<file path="config.mk">
export PLATFORM = sky130hd
export DESIGN_NAME = ufc_flow
export DESIGN_NICKNAME = d
export VERILOG_FILES = /design/src/ufc_pkg.sv /design/src/ufc_sync.sv /design/src/ufc_flow.sv
export SDC_FILE = /design/constraint.sdc
export NUM_CORES = 1
export LEC_CHECK = 0
export BUFFER_PORTS_ARGS = -buffer_cell sky130_fd_sc_hd__buf_2
export CAP_MARGIN = 30
export CORE_MARGIN = 5
export CORE_UTILIZATION = 57
export CTS_CLUSTER_SIZE = 25
export DETAILED_ROUTE_END_ITERATION = 16
export MAX_ROUTING_LAYER = met4
export PLACE_DENSITY = 0.95
export SYNTH_ARGS = -nofsm -noshare
export SYNTH_HDL_FRONTEND = slang
export SYNTH_SLANG_ARGS = --single-unit
</file>
<file path="constraint.sdc">
create_clock -name mclk_in -period 6.95 [get_ports mclk_in]
set_clock_uncertainty 0.2 [all_clocks]
set_input_delay 1.39 -clock mclk_in [delete_from_list [all_inputs] [get_ports mclk_in]]
set_output_delay 1.39 -clock mclk_in [all_outputs]
set_load 0.01 [all_outputs]
</file>
<file path="src/ufc_pkg.sv">
// package: offsets, fields, reset values and timing for the uart flow-control block
package ufc_pkg;
  // ----------------------------------------------------------------
  // register byte offsets
  // ----------------------------------------------------------------
  localparam logic [7:0] UFC_OFS_FLOW_CFG = 8'h00;
  localparam logic [7:0] UFC_OFS_XON = 8'h04;
  localparam logic [7:0] UFC_OFS_XOFF = 8'h08;
  localparam logic [7:0] UFC_OFS_MODEM = 8'h0c;
  localparam logic [7:0] UFC_OFS_TRIG = 8'h10;
  localparam logic [7:0] UFC_OFS_STATUS = 8'h14;
  // ----------------------------------------------------------------
  // flow_ctrl_cfg fields
  // ----------------------------------------------------------------
  localparam int UFC_CFG_TX_CHAR = 0;
  localparam int UFC_CFG_TX_ANY = 1;
  localparam int UFC_CFG_CTS = 2;
  localparam int UFC_CFG_DSR = 3;
  localparam int UFC_CFG_RX_MATCH = 4;
  localparam int UFC_CFG_RTS = 5;
  localparam int UFC_CFG_DTR = 6;
  localparam int UFC_CFG_HD = 7;
  // ----------------------------------------------------------------
  // modem_ctrl_reg fields (only the bits this block uses)
  // ----------------------------------------------------------------
  localparam int UFC_MCR_RX_ON = 1;
  localparam int UFC_MCR_DTR = 4;
  localparam int UFC_MCR_RTS = 5;
  // ----------------------------------------------------------------
  // trigger register fields and status fields
  // ----------------------------------------------------------------
  localparam int UFC_TRIG_HALT_LSB = 0;
  localparam int UFC_TRIG_REST_LSB = 8;
  localparam int UFC_ST_TX_STOP = 0;
  localparam int UFC_ST_RX_HOLD = 1;
  localparam int UFC_ST_HD_BUSY = 2;
  localparam int UFC_ST_RX_EN = 3;
  localparam int UFC_ST_CTS = 4;
  localparam int UFC_ST_DSR = 5;
  // ----------------------------------------------------------------
  // reset values
  // ----------------------------------------------------------------
  localparam logic [7:0] UFC_RST_CFG = 8'h00;
  localparam logic [7:0] UFC_RST_XON = 8'h11;
  localparam logic [7:0] UFC_RST_XOFF = 8'h13;
  localparam logic [7:0] UFC_RST_MODEM = 8'h00;
  localparam logic [5:0] UFC_RST_HALT = 6'h1c;
  localparam logic [5:0] UFC_RST_REST = 6'h08;
  // ----------------------------------------------------------------
  // timing: lead time before the first bit, in bit times
  // ----------------------------------------------------------------
  localparam logic [1:0] UFC_HD_LEAD_BITS = 2'h2;
  typedef enum logic [1:0] {HD_RX, HD_LEAD, HD_TX} ufc_hd_t;
endpackage

</file>
<file path="src/ufc_sync.sv">
// two-flop synchroniser bank for the handshake input pins
`timescale 1ns/1ps
module ufc_sync #(
  parameter int W = 2
) (
  // clock, reset and enable
  input wire logic mclk_in,
  input wire logic rst_in,
  input wire logic ce_in,
  // data
  input wire logic [W-1:0] d_in,
  output logic [W-1:0] q_out
);
  logic [W-1:0] meta_q;
  logic [W-1:0] sync_q;

  genvar i;
  generate
    for (i = 0; i < W; i++) begin : g_bit
      always_ff @(posedge mclk_in or posedge rst_in) begin
        if (rst_in) begin
          meta_q[i] <= 1'b0;
          sync_q[i] <= 1'b0;
        end else if (ce_in) begin
          meta_q[i] <= d_in[i];
          sync_q[i] <= meta_q[i];
        end
      end
    end
  endgenerate

  assign q_out = sync_q;
endmodule // ufc_sync

</file>
<file path="src/ufc_flow.sv">
// uart flow-control block: character and line gating, handshake outputs, half duplex
//
// Function
// - cfg bit 0 enables transmitter stop/resume character flow control.
// - cfg bit 1 enables resume-on-any-character after a stop character.
// - cfg bit 2 lets clear-to-send gate the transmitter; else ignored.
// - cfg bit 3 lets data-set-ready gate the transmitter; else ignored.
// - cfg bit 4 makes the receiver match resume and stop characters.
// - cfg bit 5: request-to-send high at halt level, low at restore level.
// - cfg bit 6: terminal-ready high at halt level, low at restore level.
// - cfg bit 7 clear gives full duplex with no transceiver steering.
// - half duplex: request-to-send and terminal-ready always opposite.
// - half duplex: raise request-to-send two bit times before first bit.
// - half duplex: drop request-to-send promptly after the last bit.
// - half duplex: software modem bits do not reach the two outputs.
// - after reset the transmitter is resumed and all flow control off.
// - writing both character flow bits set clears both.
// - combined control: stop on either, resume only when both permit.
// - half duplex: receiver off while sending unless always-on is set.
//
// The implementer's own choices: the register addresses and register access over Wishbone.
`timescale 1ns/1ps
module ufc_flow
  import ufc_pkg::*;
#(
  parameter int LVL_W = 6
) (
  // clock, reset, enable
  input wire logic mclk_in,
  input wire logic rst_in,
  input wire logic ce_in,
  // wishbone slave
  input wire logic wb_cyc_in,
  input wire logic wb_stb_in,
  input wire logic wb_we_in,
  input wire logic [7:0] wb_adr_in,
  input wire logic [3:0] wb_sel_in,
  input wire logic [31:0] wb_dat_in,
  output logic [31:0] wb_dat_out,
  output logic wb_ack_out,
  // handshake pins, cts_in and dsr_in asserted high mean the peer permits sending
  input wire logic cts_in,
  input wire logic dsr_in,
  output logic rts_out,
  output logic dtr_out,
  // receiver side
  input wire logic rx_char_valid_in,
  input wire logic [7:0] rx_char_in,
  input wire logic [LVL_W-1:0] rx_level_in,
  output logic rx_enable_out,
  output logic rx_ctrl_char_out,
  // transmitter side
  input wire logic bit_tick_in,
  input wire logic tx_data_ready_in,
  input wire logic tx_busy_in,
  output logic tx_go_out
);
  // ----------------------------------------------------------------
  // state
  // ----------------------------------------------------------------
  logic [7:0] cfg_q;
  logic [7:0] xon_q;
  logic [7:0] xoff_q;
  logic [7:0] mcr_q;
  logic [LVL_W-1:0] halt_q;
  logic [LVL_W-1:0] rest_q;
  logic tx_stop_q;
  logic rx_hold_q;
  logic ack_q;
  logic [31:0] rdat_q;
  ufc_hd_t hd_q;
  logic [1:0] lead_q;
  logic [1:0] pins_s;
  logic cts_s;
  logic dsr_s;
  logic hd_en;
  logic wb_req;
  logic wr_lo;
  logic [7:0] cfg_wr;
  logic is_xon;
  logic is_xoff;
  logic line_ok;
  logic tx_allow;
  logic [31:0] rd_mux;

  // ----------------------------------------------------------------
  // input pin synchronisation
  // ----------------------------------------------------------------
  // the peer must hold these for several clocks before a boundary
  ufc_sync #(.W(2)) u_sync (
    .mclk_in(mclk_in),
    .rst_in(rst_in),
    .ce_in(ce_in),
    .d_in({dsr_in, cts_in}),
    .q_out(pins_s)
  );
  assign cts_s = pins_s[0];
  assign dsr_s = pins_s[1];
  assign hd_en = cfg_q[UFC_CFG_HD];

  // ----------------------------------------------------------------
  // wishbone slave: one wait state, ack drops after one cycle
  // ----------------------------------------------------------------
  assign wb_req = wb_cyc_in && wb_stb_in && !ack_q;
  assign wr_lo = wb_req && wb_we_in && wb_sel_in[0];
  // the illegal pair of character modes is dropped to neither
  always_comb begin
    cfg_wr = wb_dat_in[7:0];
    if (cfg_wr[UFC_CFG_TX_CHAR] && cfg_wr[UFC_CFG_TX_ANY]) begin
      cfg_wr[UFC_CFG_TX_CHAR] = 1'b0;
      cfg_wr[UFC_CFG_TX_ANY] = 1'b0;
    end
  end

  always_ff @(posedge mclk_in or posedge rst_in) begin
    if (rst_in) begin
      ack_q <= 1'b0;
    end else if (ce_in) begin
      ack_q <= wb_req;
    end
  end

  always_ff @(posedge mclk_in or posedge rst_in) begin
    if (rst_in) begin
      cfg_q <= UFC_RST_CFG;
      xon_q <= UFC_RST_XON;
      xoff_q <= UFC_RST_XOFF;
      mcr_q <= UFC_RST_MODEM;
      halt_q <= LVL_W'(UFC_RST_HALT);
      rest_q <= LVL_W'(UFC_RST_REST);
    end else if (ce_in && wr_lo) begin
      case (wb_adr_in)
        UFC_OFS_FLOW_CFG: cfg_q <= cfg_wr;
        UFC_OFS_XON: xon_q <= wb_dat_in[7:0];
        UFC_OFS_XOFF: xoff_q <= wb_dat_in[7:0];
        UFC_OFS_MODEM: mcr_q <= wb_dat_in[7:0];
        UFC_OFS_TRIG: begin
          halt_q <= wb_dat_in[UFC_TRIG_HALT_LSB +: LVL_W];
          if (wb_sel_in[1]) begin
            rest_q <= wb_dat_in[UFC_TRIG_REST_LSB +: LVL_W];
          end
        end
        default: ;
      endcase
    end
  end

  always_comb begin
    rd_mux = 32'h0000_0000;
    case (wb_adr_in)
      UFC_OFS_FLOW_CFG: rd_mux[7:0] = cfg_q;
      UFC_OFS_XON: rd_mux[7:0] = xon_q;
      UFC_OFS_XOFF: rd_mux[7:0] = xoff_q;
      UFC_OFS_MODEM: rd_mux[7:0] = mcr_q;
      UFC_OFS_TRIG: begin
        rd_mux[UFC_TRIG_HALT_LSB +: LVL_W] = halt_q;
        rd_mux[UFC_TRIG_REST_LSB +: LVL_W] = rest_q;
      end
      UFC_OFS_STATUS: begin
        rd_mux[UFC_ST_TX_STOP] = tx_stop_q;
        rd_mux[UFC_ST_RX_HOLD] = rx_hold_q;
        rd_mux[UFC_ST_HD_BUSY] = (hd_q != HD_RX);
        rd_mux[UFC_ST_RX_EN] = rx_enable_out;
        rd_mux[UFC_ST_CTS] = cts_s;
        rd_mux[UFC_ST_DSR] = dsr_s;
      end
      default: rd_mux = 32'h0000_0000;
    endcase
  end

  always_ff @(posedge mclk_in or posedge rst_in) begin
    if (rst_in) begin
      rdat_q <= 32'h0000_0000;
    end else if (ce_in && wb_req) begin
      rdat_q <= rd_mux;
    end
  end

  assign wb_ack_out = ack_q;
  assign wb_dat_out = rdat_q;

  // ----------------------------------------------------------------
  // transmitter character flow control
  // ----------------------------------------------------------------
  assign is_xon = rx_char_valid_in && (rx_char_in == xon_q);
  assign is_xoff = rx_char_valid_in && (rx_char_in == xoff_q);
  // stop character wins if it equals the resume character
  always_ff @(posedge mclk_in or posedge rst_in) begin
    if (rst_in) begin
      tx_stop_q <= 1'b0;
    end else if (ce_in) begin
      if (!cfg_q[UFC_CFG_TX_CHAR] && !cfg_q[UFC_CFG_TX_ANY]) begin
        tx_stop_q <= 1'b0;
      end else if (is_xoff) begin
        tx_stop_q <= 1'b1;
      end else if (cfg_q[UFC_CFG_TX_CHAR] && is_xon) begin
        tx_stop_q <= 1'b0;
      end else if (cfg_q[UFC_CFG_TX_ANY] && rx_char_valid_in) begin
        tx_stop_q <= 1'b0;
      end
    end
  end

  // receiver flags matched characters so they can be discarded
  assign rx_ctrl_char_out = cfg_q[UFC_CFG_RX_MATCH] && (is_xon || is_xoff);

  // ----------------------------------------------------------------
  // transmit permission, taken only at a character boundary
  // ----------------------------------------------------------------
  assign line_ok = (!cfg_q[UFC_CFG_CTS] || cts_s)
    && (!cfg_q[UFC_CFG_DSR] || dsr_s);
  assign tx_allow = line_ok && !tx_stop_q;
  // a busy shifter is never interrupted; the next start waits instead
  assign tx_go_out = tx_data_ready_in && !tx_busy_in && tx_allow
    && (!hd_en || hd_q == HD_TX);

  // ----------------------------------------------------------------
  // receive fill-level hysteresis
  // ----------------------------------------------------------------
  always_ff @(posedge mclk_in or posedge rst_in) begin
    if (rst_in) begin
      rx_hold_q <= 1'b0;
    end else if (ce_in) begin
      if (rx_level_in >= halt_q) begin
        rx_hold_q <= 1'b1;
      end else if (rx_level_in <= rest_q) begin
        rx_hold_q <= 1'b0;
      end
    end
  end

  // ----------------------------------------------------------------
  // half-duplex transceiver sequencing
  // ----------------------------------------------------------------
  always_ff @(posedge mclk_in or posedge rst_in) begin
    if (rst_in) begin
      hd_q <= HD_RX;
      lead_q <= 2'h0;
    end else if (ce_in) begin
      if (!hd_en) begin
        hd_q <= HD_RX;
        lead_q <= 2'h0;
      end else begin
        case (hd_q)
          HD_RX: begin
            lead_q <= 2'h0;
            if (tx_data_ready_in) begin
              hd_q <= HD_LEAD;
            end
          end
          HD_LEAD: begin
            if (bit_tick_in) begin
              lead_q <= lead_q + 2'h1;
              if (lead_q == UFC_HD_LEAD_BITS - 2'h1) begin
                hd_q <= HD_TX;
              end
            end
          end
          HD_TX: begin
            if (!tx_busy_in && !tx_data_ready_in) begin
              hd_q <= HD_RX;
            end
          end
          default: hd_q <= HD_RX;
        endcase
      end
    end
  end

  // ----------------------------------------------------------------
  // handshake outputs
  // ----------------------------------------------------------------
  always_comb begin
    if (hd_en) begin
      rts_out = (hd_q != HD_RX);
      dtr_out = (hd_q == HD_RX);
    end else begin
      rts_out = cfg_q[UFC_CFG_RTS] ? rx_hold_q : mcr_q[UFC_MCR_RTS];
      dtr_out = cfg_q[UFC_CFG_DTR] ? rx_hold_q : mcr_q[UFC_MCR_DTR];
    end
  end

  assign rx_enable_out = !hd_en || mcr_q[UFC_MCR_RX_ON] || (hd_q == HD_RX);

  // ----------------------------------------------------------------
  // checks
  // ----------------------------------------------------------------
  property p_illegal_pair;
    @(posedge mclk_in) disable iff (rst_in)
    ce_in && wr_lo && wb_adr_in == UFC_OFS_FLOW_CFG && wb_dat_in[0] && wb_dat_in[1]
      |=> !cfg_q[UFC_CFG_TX_CHAR] && !cfg_q[UFC_CFG_TX_ANY];
  endproperty
  a_illegal_pair: assert property (p_illegal_pair) else $error("illegal pair kept");

  property p_xoff_stops;
    @(posedge mclk_in) disable iff (rst_in)
    ce_in && is_xoff && (cfg_q[UFC_CFG_TX_CHAR] || cfg_q[UFC_CFG_TX_ANY])
      |=> tx_stop_q ##0 !tx_go_out;
  endproperty
  a_xoff_stops: assert property (p_xoff_stops) else $error("stop char ignored");

  property p_cts_gate;
    @(posedge mclk_in) disable iff (rst_in)
    cfg_q[UFC_CFG_CTS] && !cts_s |-> !tx_go_out;
  endproperty
  a_cts_gate: assert property (p_cts_gate) else $error("cts gate failed");

  property p_dsr_gate;
    @(posedge mclk_in) disable iff (rst_in)
    cfg_q[UFC_CFG_DSR] && !dsr_s |-> !tx_go_out;
  endproperty
  a_dsr_gate: assert property (p_dsr_gate) else $error("dsr gate failed");

  property p_rts_halt;
    @(posedge mclk_in) disable iff (rst_in)
    ce_in && !hd_en && cfg_q[UFC_CFG_RTS] && rx_level_in >= halt_q
      |=> $changed(cfg_q) || rts_out;
  endproperty
  a_rts_halt: assert property (p_rts_halt) else $error("rts not raised at halt");

  property p_hd_opposite;
    @(posedge mclk_in) disable iff (rst_in)
    hd_en |-> rts_out != dtr_out;
  endproperty
  a_hd_opposite: assert property (p_hd_opposite) else $error("rts equals dtr");

  property p_hd_lead;
    @(posedge mclk_in) disable iff (rst_in)
    hd_en && tx_go_out |-> rts_out && lead_q == UFC_HD_LEAD_BITS;
  endproperty
  a_hd_lead: assert property (p_hd_lead) else $error("start before lead time");

  property p_hd_release;
    @(posedge mclk_in) disable iff (rst_in)
    ce_in && hd_en && hd_q == HD_TX && !tx_busy_in && !tx_data_ready_in
      |=> $changed(cfg_q) || (!rts_out && dtr_out);
  endproperty
  a_hd_release: assert property (p_hd_release) else $error("rts held after send");

  property p_rx_off;
    @(posedge mclk_in) disable iff (rst_in)
    hd_en && hd_q != HD_RX && !mcr_q[UFC_MCR_RX_ON] |-> !rx_enable_out;
  endproperty
  a_rx_off: assert property (p_rx_off) else $error("receiver on during send");

  property p_boundary;
    @(posedge mclk_in) disable iff (rst_in)
    tx_busy_in |-> !tx_go_out;
  endproperty
  a_boundary: assert property (p_boundary) else $error("start while shifting");
endmodule // ufc_flow

</file>
==> summary.txt <==
Floorplan
  – Die span in x: a little over 90 um
  – Core Rows: 30
  – I/O Pins: between 100 and 150
  – Die Y: 92.1 um
  – Starting Density: 0.575
  – Core area: 6680 um^2
  – Die ar.: 8480 um^2

Routing
  – Post-route ant nets: 0
  – Via count: 2905
  – Met2 WL post-DR: 4190 um
  – Post-route DRC: 0
  – TritonRoute pass-1 iters: 4
  – Initial DRC count: 160
  – Routed wire length: 8770 um
  – Metal3 WL: roughly 730 um
  – DR WL/cell: between 15 and 20 um
  – Drt via density: between 5 and 6
  – Met1 WL: between 3000 and 4000 um
  – DR top layer: met4

Timing
  – Worst-Margin Slew: about 0.84 ns
  – Fin crit period: between 3 and 4 ns
  – Max frequency: 0.251 GHz
  – Final TNS setup: 0 ns
  – Final count of negative-setup-slack endpoints: 0
  – Final Hold Fails: 0
  – Slew Limit Fails: 0
  – Final worst-path cycle share: 0.573
  – RSZ-0062 raised after global routing: no
  – Slew HR: 0.441

Setup path
  – Crit path required time: about 5.4 ns
  – Worst-path maximum fanout: 2
  – Worst setup SP type: primary input
  – Type of destination of the critical path: primary output
  – Worst reg2reg path depth: 4
  – WP data arrival: between 2 and 2.5 ns
  – Crit Path Class: primary input to primary output

CTS
  – Total CTS buffers: 9
  – Worst-Skew Late Latency: roughly 0.35 ns
  – Root buf cell: clkbuf_8
  – CTS max path bufs: 2
  – Reg clk slew, reported paths: approximately 0.07 ns
  – Post-cts resize count: 0
  – CTS Hold Buffers Added: 0
  – Post-CTS setup buffer count: 0
  – CTS tree: done
  – H-tree Lvls: 3
  – Clock sink count: 69

Power and ir drop
  – PwrDens: 178 nW/um^2
  – P_leak: about 0.0021 uW
  – Reg power frac: 0.533
  – Clock share of power: 0.374
  – Sw power: 189 uW
  – Switch share: 0.245
  – Combinational share of power: 0.093
  – Maximum vdd drop: between 0.1 and 0.15 mV
  – Internal power: between 500 and 600 uW

Synth
  – Synth Instances: about 350
  – Mean post-synth cell area: approximately 11 um^2
  – Post-synthesis sequential area ratio: 0.453
  – Number of synthesized flops with an enable pin: 0
  – Main synth FF type: dfrtp_1
  – Post-synthesis async set-or-reset flop share: 1.00
  – Flop and latch count out of synthesis: between 60 and 70
  – Yosys cell types: 46
  – Synth area leader: dfrtp_1
  – Synthesis Warnings: 0
  – Top cell type's share of synthesized area: 0.391
  – Top post-synthesis cells by area: dfrtp_1 (39%), mux2_2 (13%), dfstp_2 (6.2%)
  – Post-Syn Area: between 3000 and 4000 um^2

Worst hold path
  – Hold path depth: 2
  – Worst min path class: flip-flop to flip-flop

Placed design
  – DP Cell Count: slightly below 500
  – Final GP Congestion: about 0.97
  – Port bufs: roughly 70
  – DP HPWL: between 6000 and 7000 um

Layout
  – Area Growth Syn to Fin: 13.3%
  – Non-Filler Instances: a little over 500
  – Antenna fix cells: 0
  – Share of post-route cells with drive strength above 1: 0.366
  – Final net count: slightly above 500

Global route
  – First-pass GRT wire length: 14700 um
  – Total grt overflow: 0
  – GRT Util Overall: 0.227
  – Initial antenna violation count: 0
  – Largest net degree at the start of global routing: 70
  – Vias in the first global route: slightly above 3000

Status
  – Status: completed

Run
  – Max-cap violations: 0
## through the flow
step / utilization / setup slack, ns / cell area [um^2] / hold WS [ns] / power, uW
2_1_floorplan: - / 3.35 / 3900 / 0.249 / 467
6_report: 0.651 / 2.97 / 4350 / 0.285 / 774
4_1_cts: 0.651 / 2.97 / 4350 / 0.281 / 777
3_5_place_dp: 0.625 / 2.90 / 4180 / 0.266 / 492
5_1_grt: 0.651 / 2.89 / 4350 / 0.318 / 804
3_3_place_gp: 0.625 / 2.96 / 4180 / 0.257 / 489
## power by group through the flow
| stage | clock, uW | sequential (uW) | combinational [uW] |
|---|---|---|---|
| 4_1_cts | 292 | 413 | 72.3 |
| 5_1_grt | 310 | 413 | 80.7 |
| 3_3_place_gp | 0 | 420 | 69.6 |
| 3_5_place_dp | 0 | 420 | 71.9 |
| 6_report | 289 | 413 | 72.1 |
| 2_1_floorplan | 0 | 418 | 48.7 |
## registers in the layout, indices dropped and copies added, names as in the netlist
name / cells
mcr_q: 8
u_sync.q_out: 2
lead_q: 2
xoff_q: 8
wb_dat_out: 14
halt_q: 6
tx_stop_q: 1
rx_hold_q: 1
rest_q: 6
u_sync.meta_q: 2
hd_q: 2
xon_q: 8
cfg_q: 8
wb_ack_out: 1
## cells in the mapped netlist, drive strengths merged (2+ instances only)
cell type / instances
dfstp: 9
buf: 21
o21a: 4
clkbuf: 8
a22oi: 3
nand2b: 2
nor2b: 4
nor2: 13
dfrtp: 60
a31oi: 2
nand4b: 2
o21ai: 27
mux2: 52
a22o: 11
inv: 19
or3: 4
a21oi: 13
a21boi: 2
mux4: 3
nand3: 7
mux2i: 2
nor3: 5
ha: 13
nand2: 34
xnor2: 16
nand4: 2
nor4b: 2
## cell usage in the layout (no fill, tap or decap), drive strengths merged, types with 2 or more instances in the layout
cell type  netlist  final
a21boi           2      2
nor2b            4      4
nor3             5      5
nand3            7      7
mux2i            2      2
a22o            11     11
buf             21     71
o21ai           27     27
clkbuf           8     14
dfrtp           60     60
nor2            13     13
nand2           34     34
nand4b           2      2
clkinv           0      2
mux4             3      3
a22oi            3      3
a31oi            2      2
dfstp            9      9
xnor2           16     16
nor4b            2      2
o21a             4      4
conb             1     18
mux2            52     52
nand4            2      2
ha              13     13
or3              4      4
a21oi           13     13
inv             19     19
nand2b           2      2
## routing by layer
metal,GRT usage,vias up
met5,-,-
met4,0.0891,0
met3,0.0779,16
met2,0.349,118
met1,0.277,1429
li1,-,1342
## final timing paths
kind	startpoint	end	slack [ns]
setup / recovery	rx_char_in[6]	rx_ctrl_char_out	2.97
hold / removal	wb_dat_out[4]$_DFFE_PP0P_	wb_dat_out[4]$_DFFE_PP0P_	0.28
setup reg to reg	wb_ack_out$_DFFE_PP0P_	xoff_q[3]$_DFFE_PP0P_	4.14
hold reg to reg	wb_dat_out[4]$_DFFE_PP0P_	wb_dat_out[4]$_DFFE_PP0P_	0.28
max in group asynchronous	rst_in	rx_hold_q$_DFFE_PP0P_	4.92
min in group asynchronous	rst_in	wb_dat_out[2]$_DFFE_PP0P_	1.09
## kinds of logic after synthesis
group	share of synthesized area
AOI/OAI and AO/OA	0.113
buffers and inverters	0.0671
xor gates and xnor gates	0.0365
adders and majority gates	0.0424
other	0.000977
and+or+nand+nor	0.104
DFF	0.453
muxes	0.183
## worst max-delay path: stages
cell and delay (ns):
buf_2 0.12, xnor2_1 0.17, nand4_1 0.13, nor3_1 0.28
o21a_1 0.17, buf_2 0.13
## area by class of cell
| type | instances | area [um^2] |
|---|---|---|
| Inverter | 19 | 71.3 |
| Timing Repair Buffer | 71 | 360 |
| Clock inverter | 2 | 10.0 |
| Clock buffer | 14 | 163 |
| Fill cell | 493 | 2330 |
| Tap cell | 80 | 100 |
| Multi-Input combinational cell | 251 | 1910 |
| Sequential cell | 69 | 1740 |
Note: power is estimated with default switching activity, not from simulation.
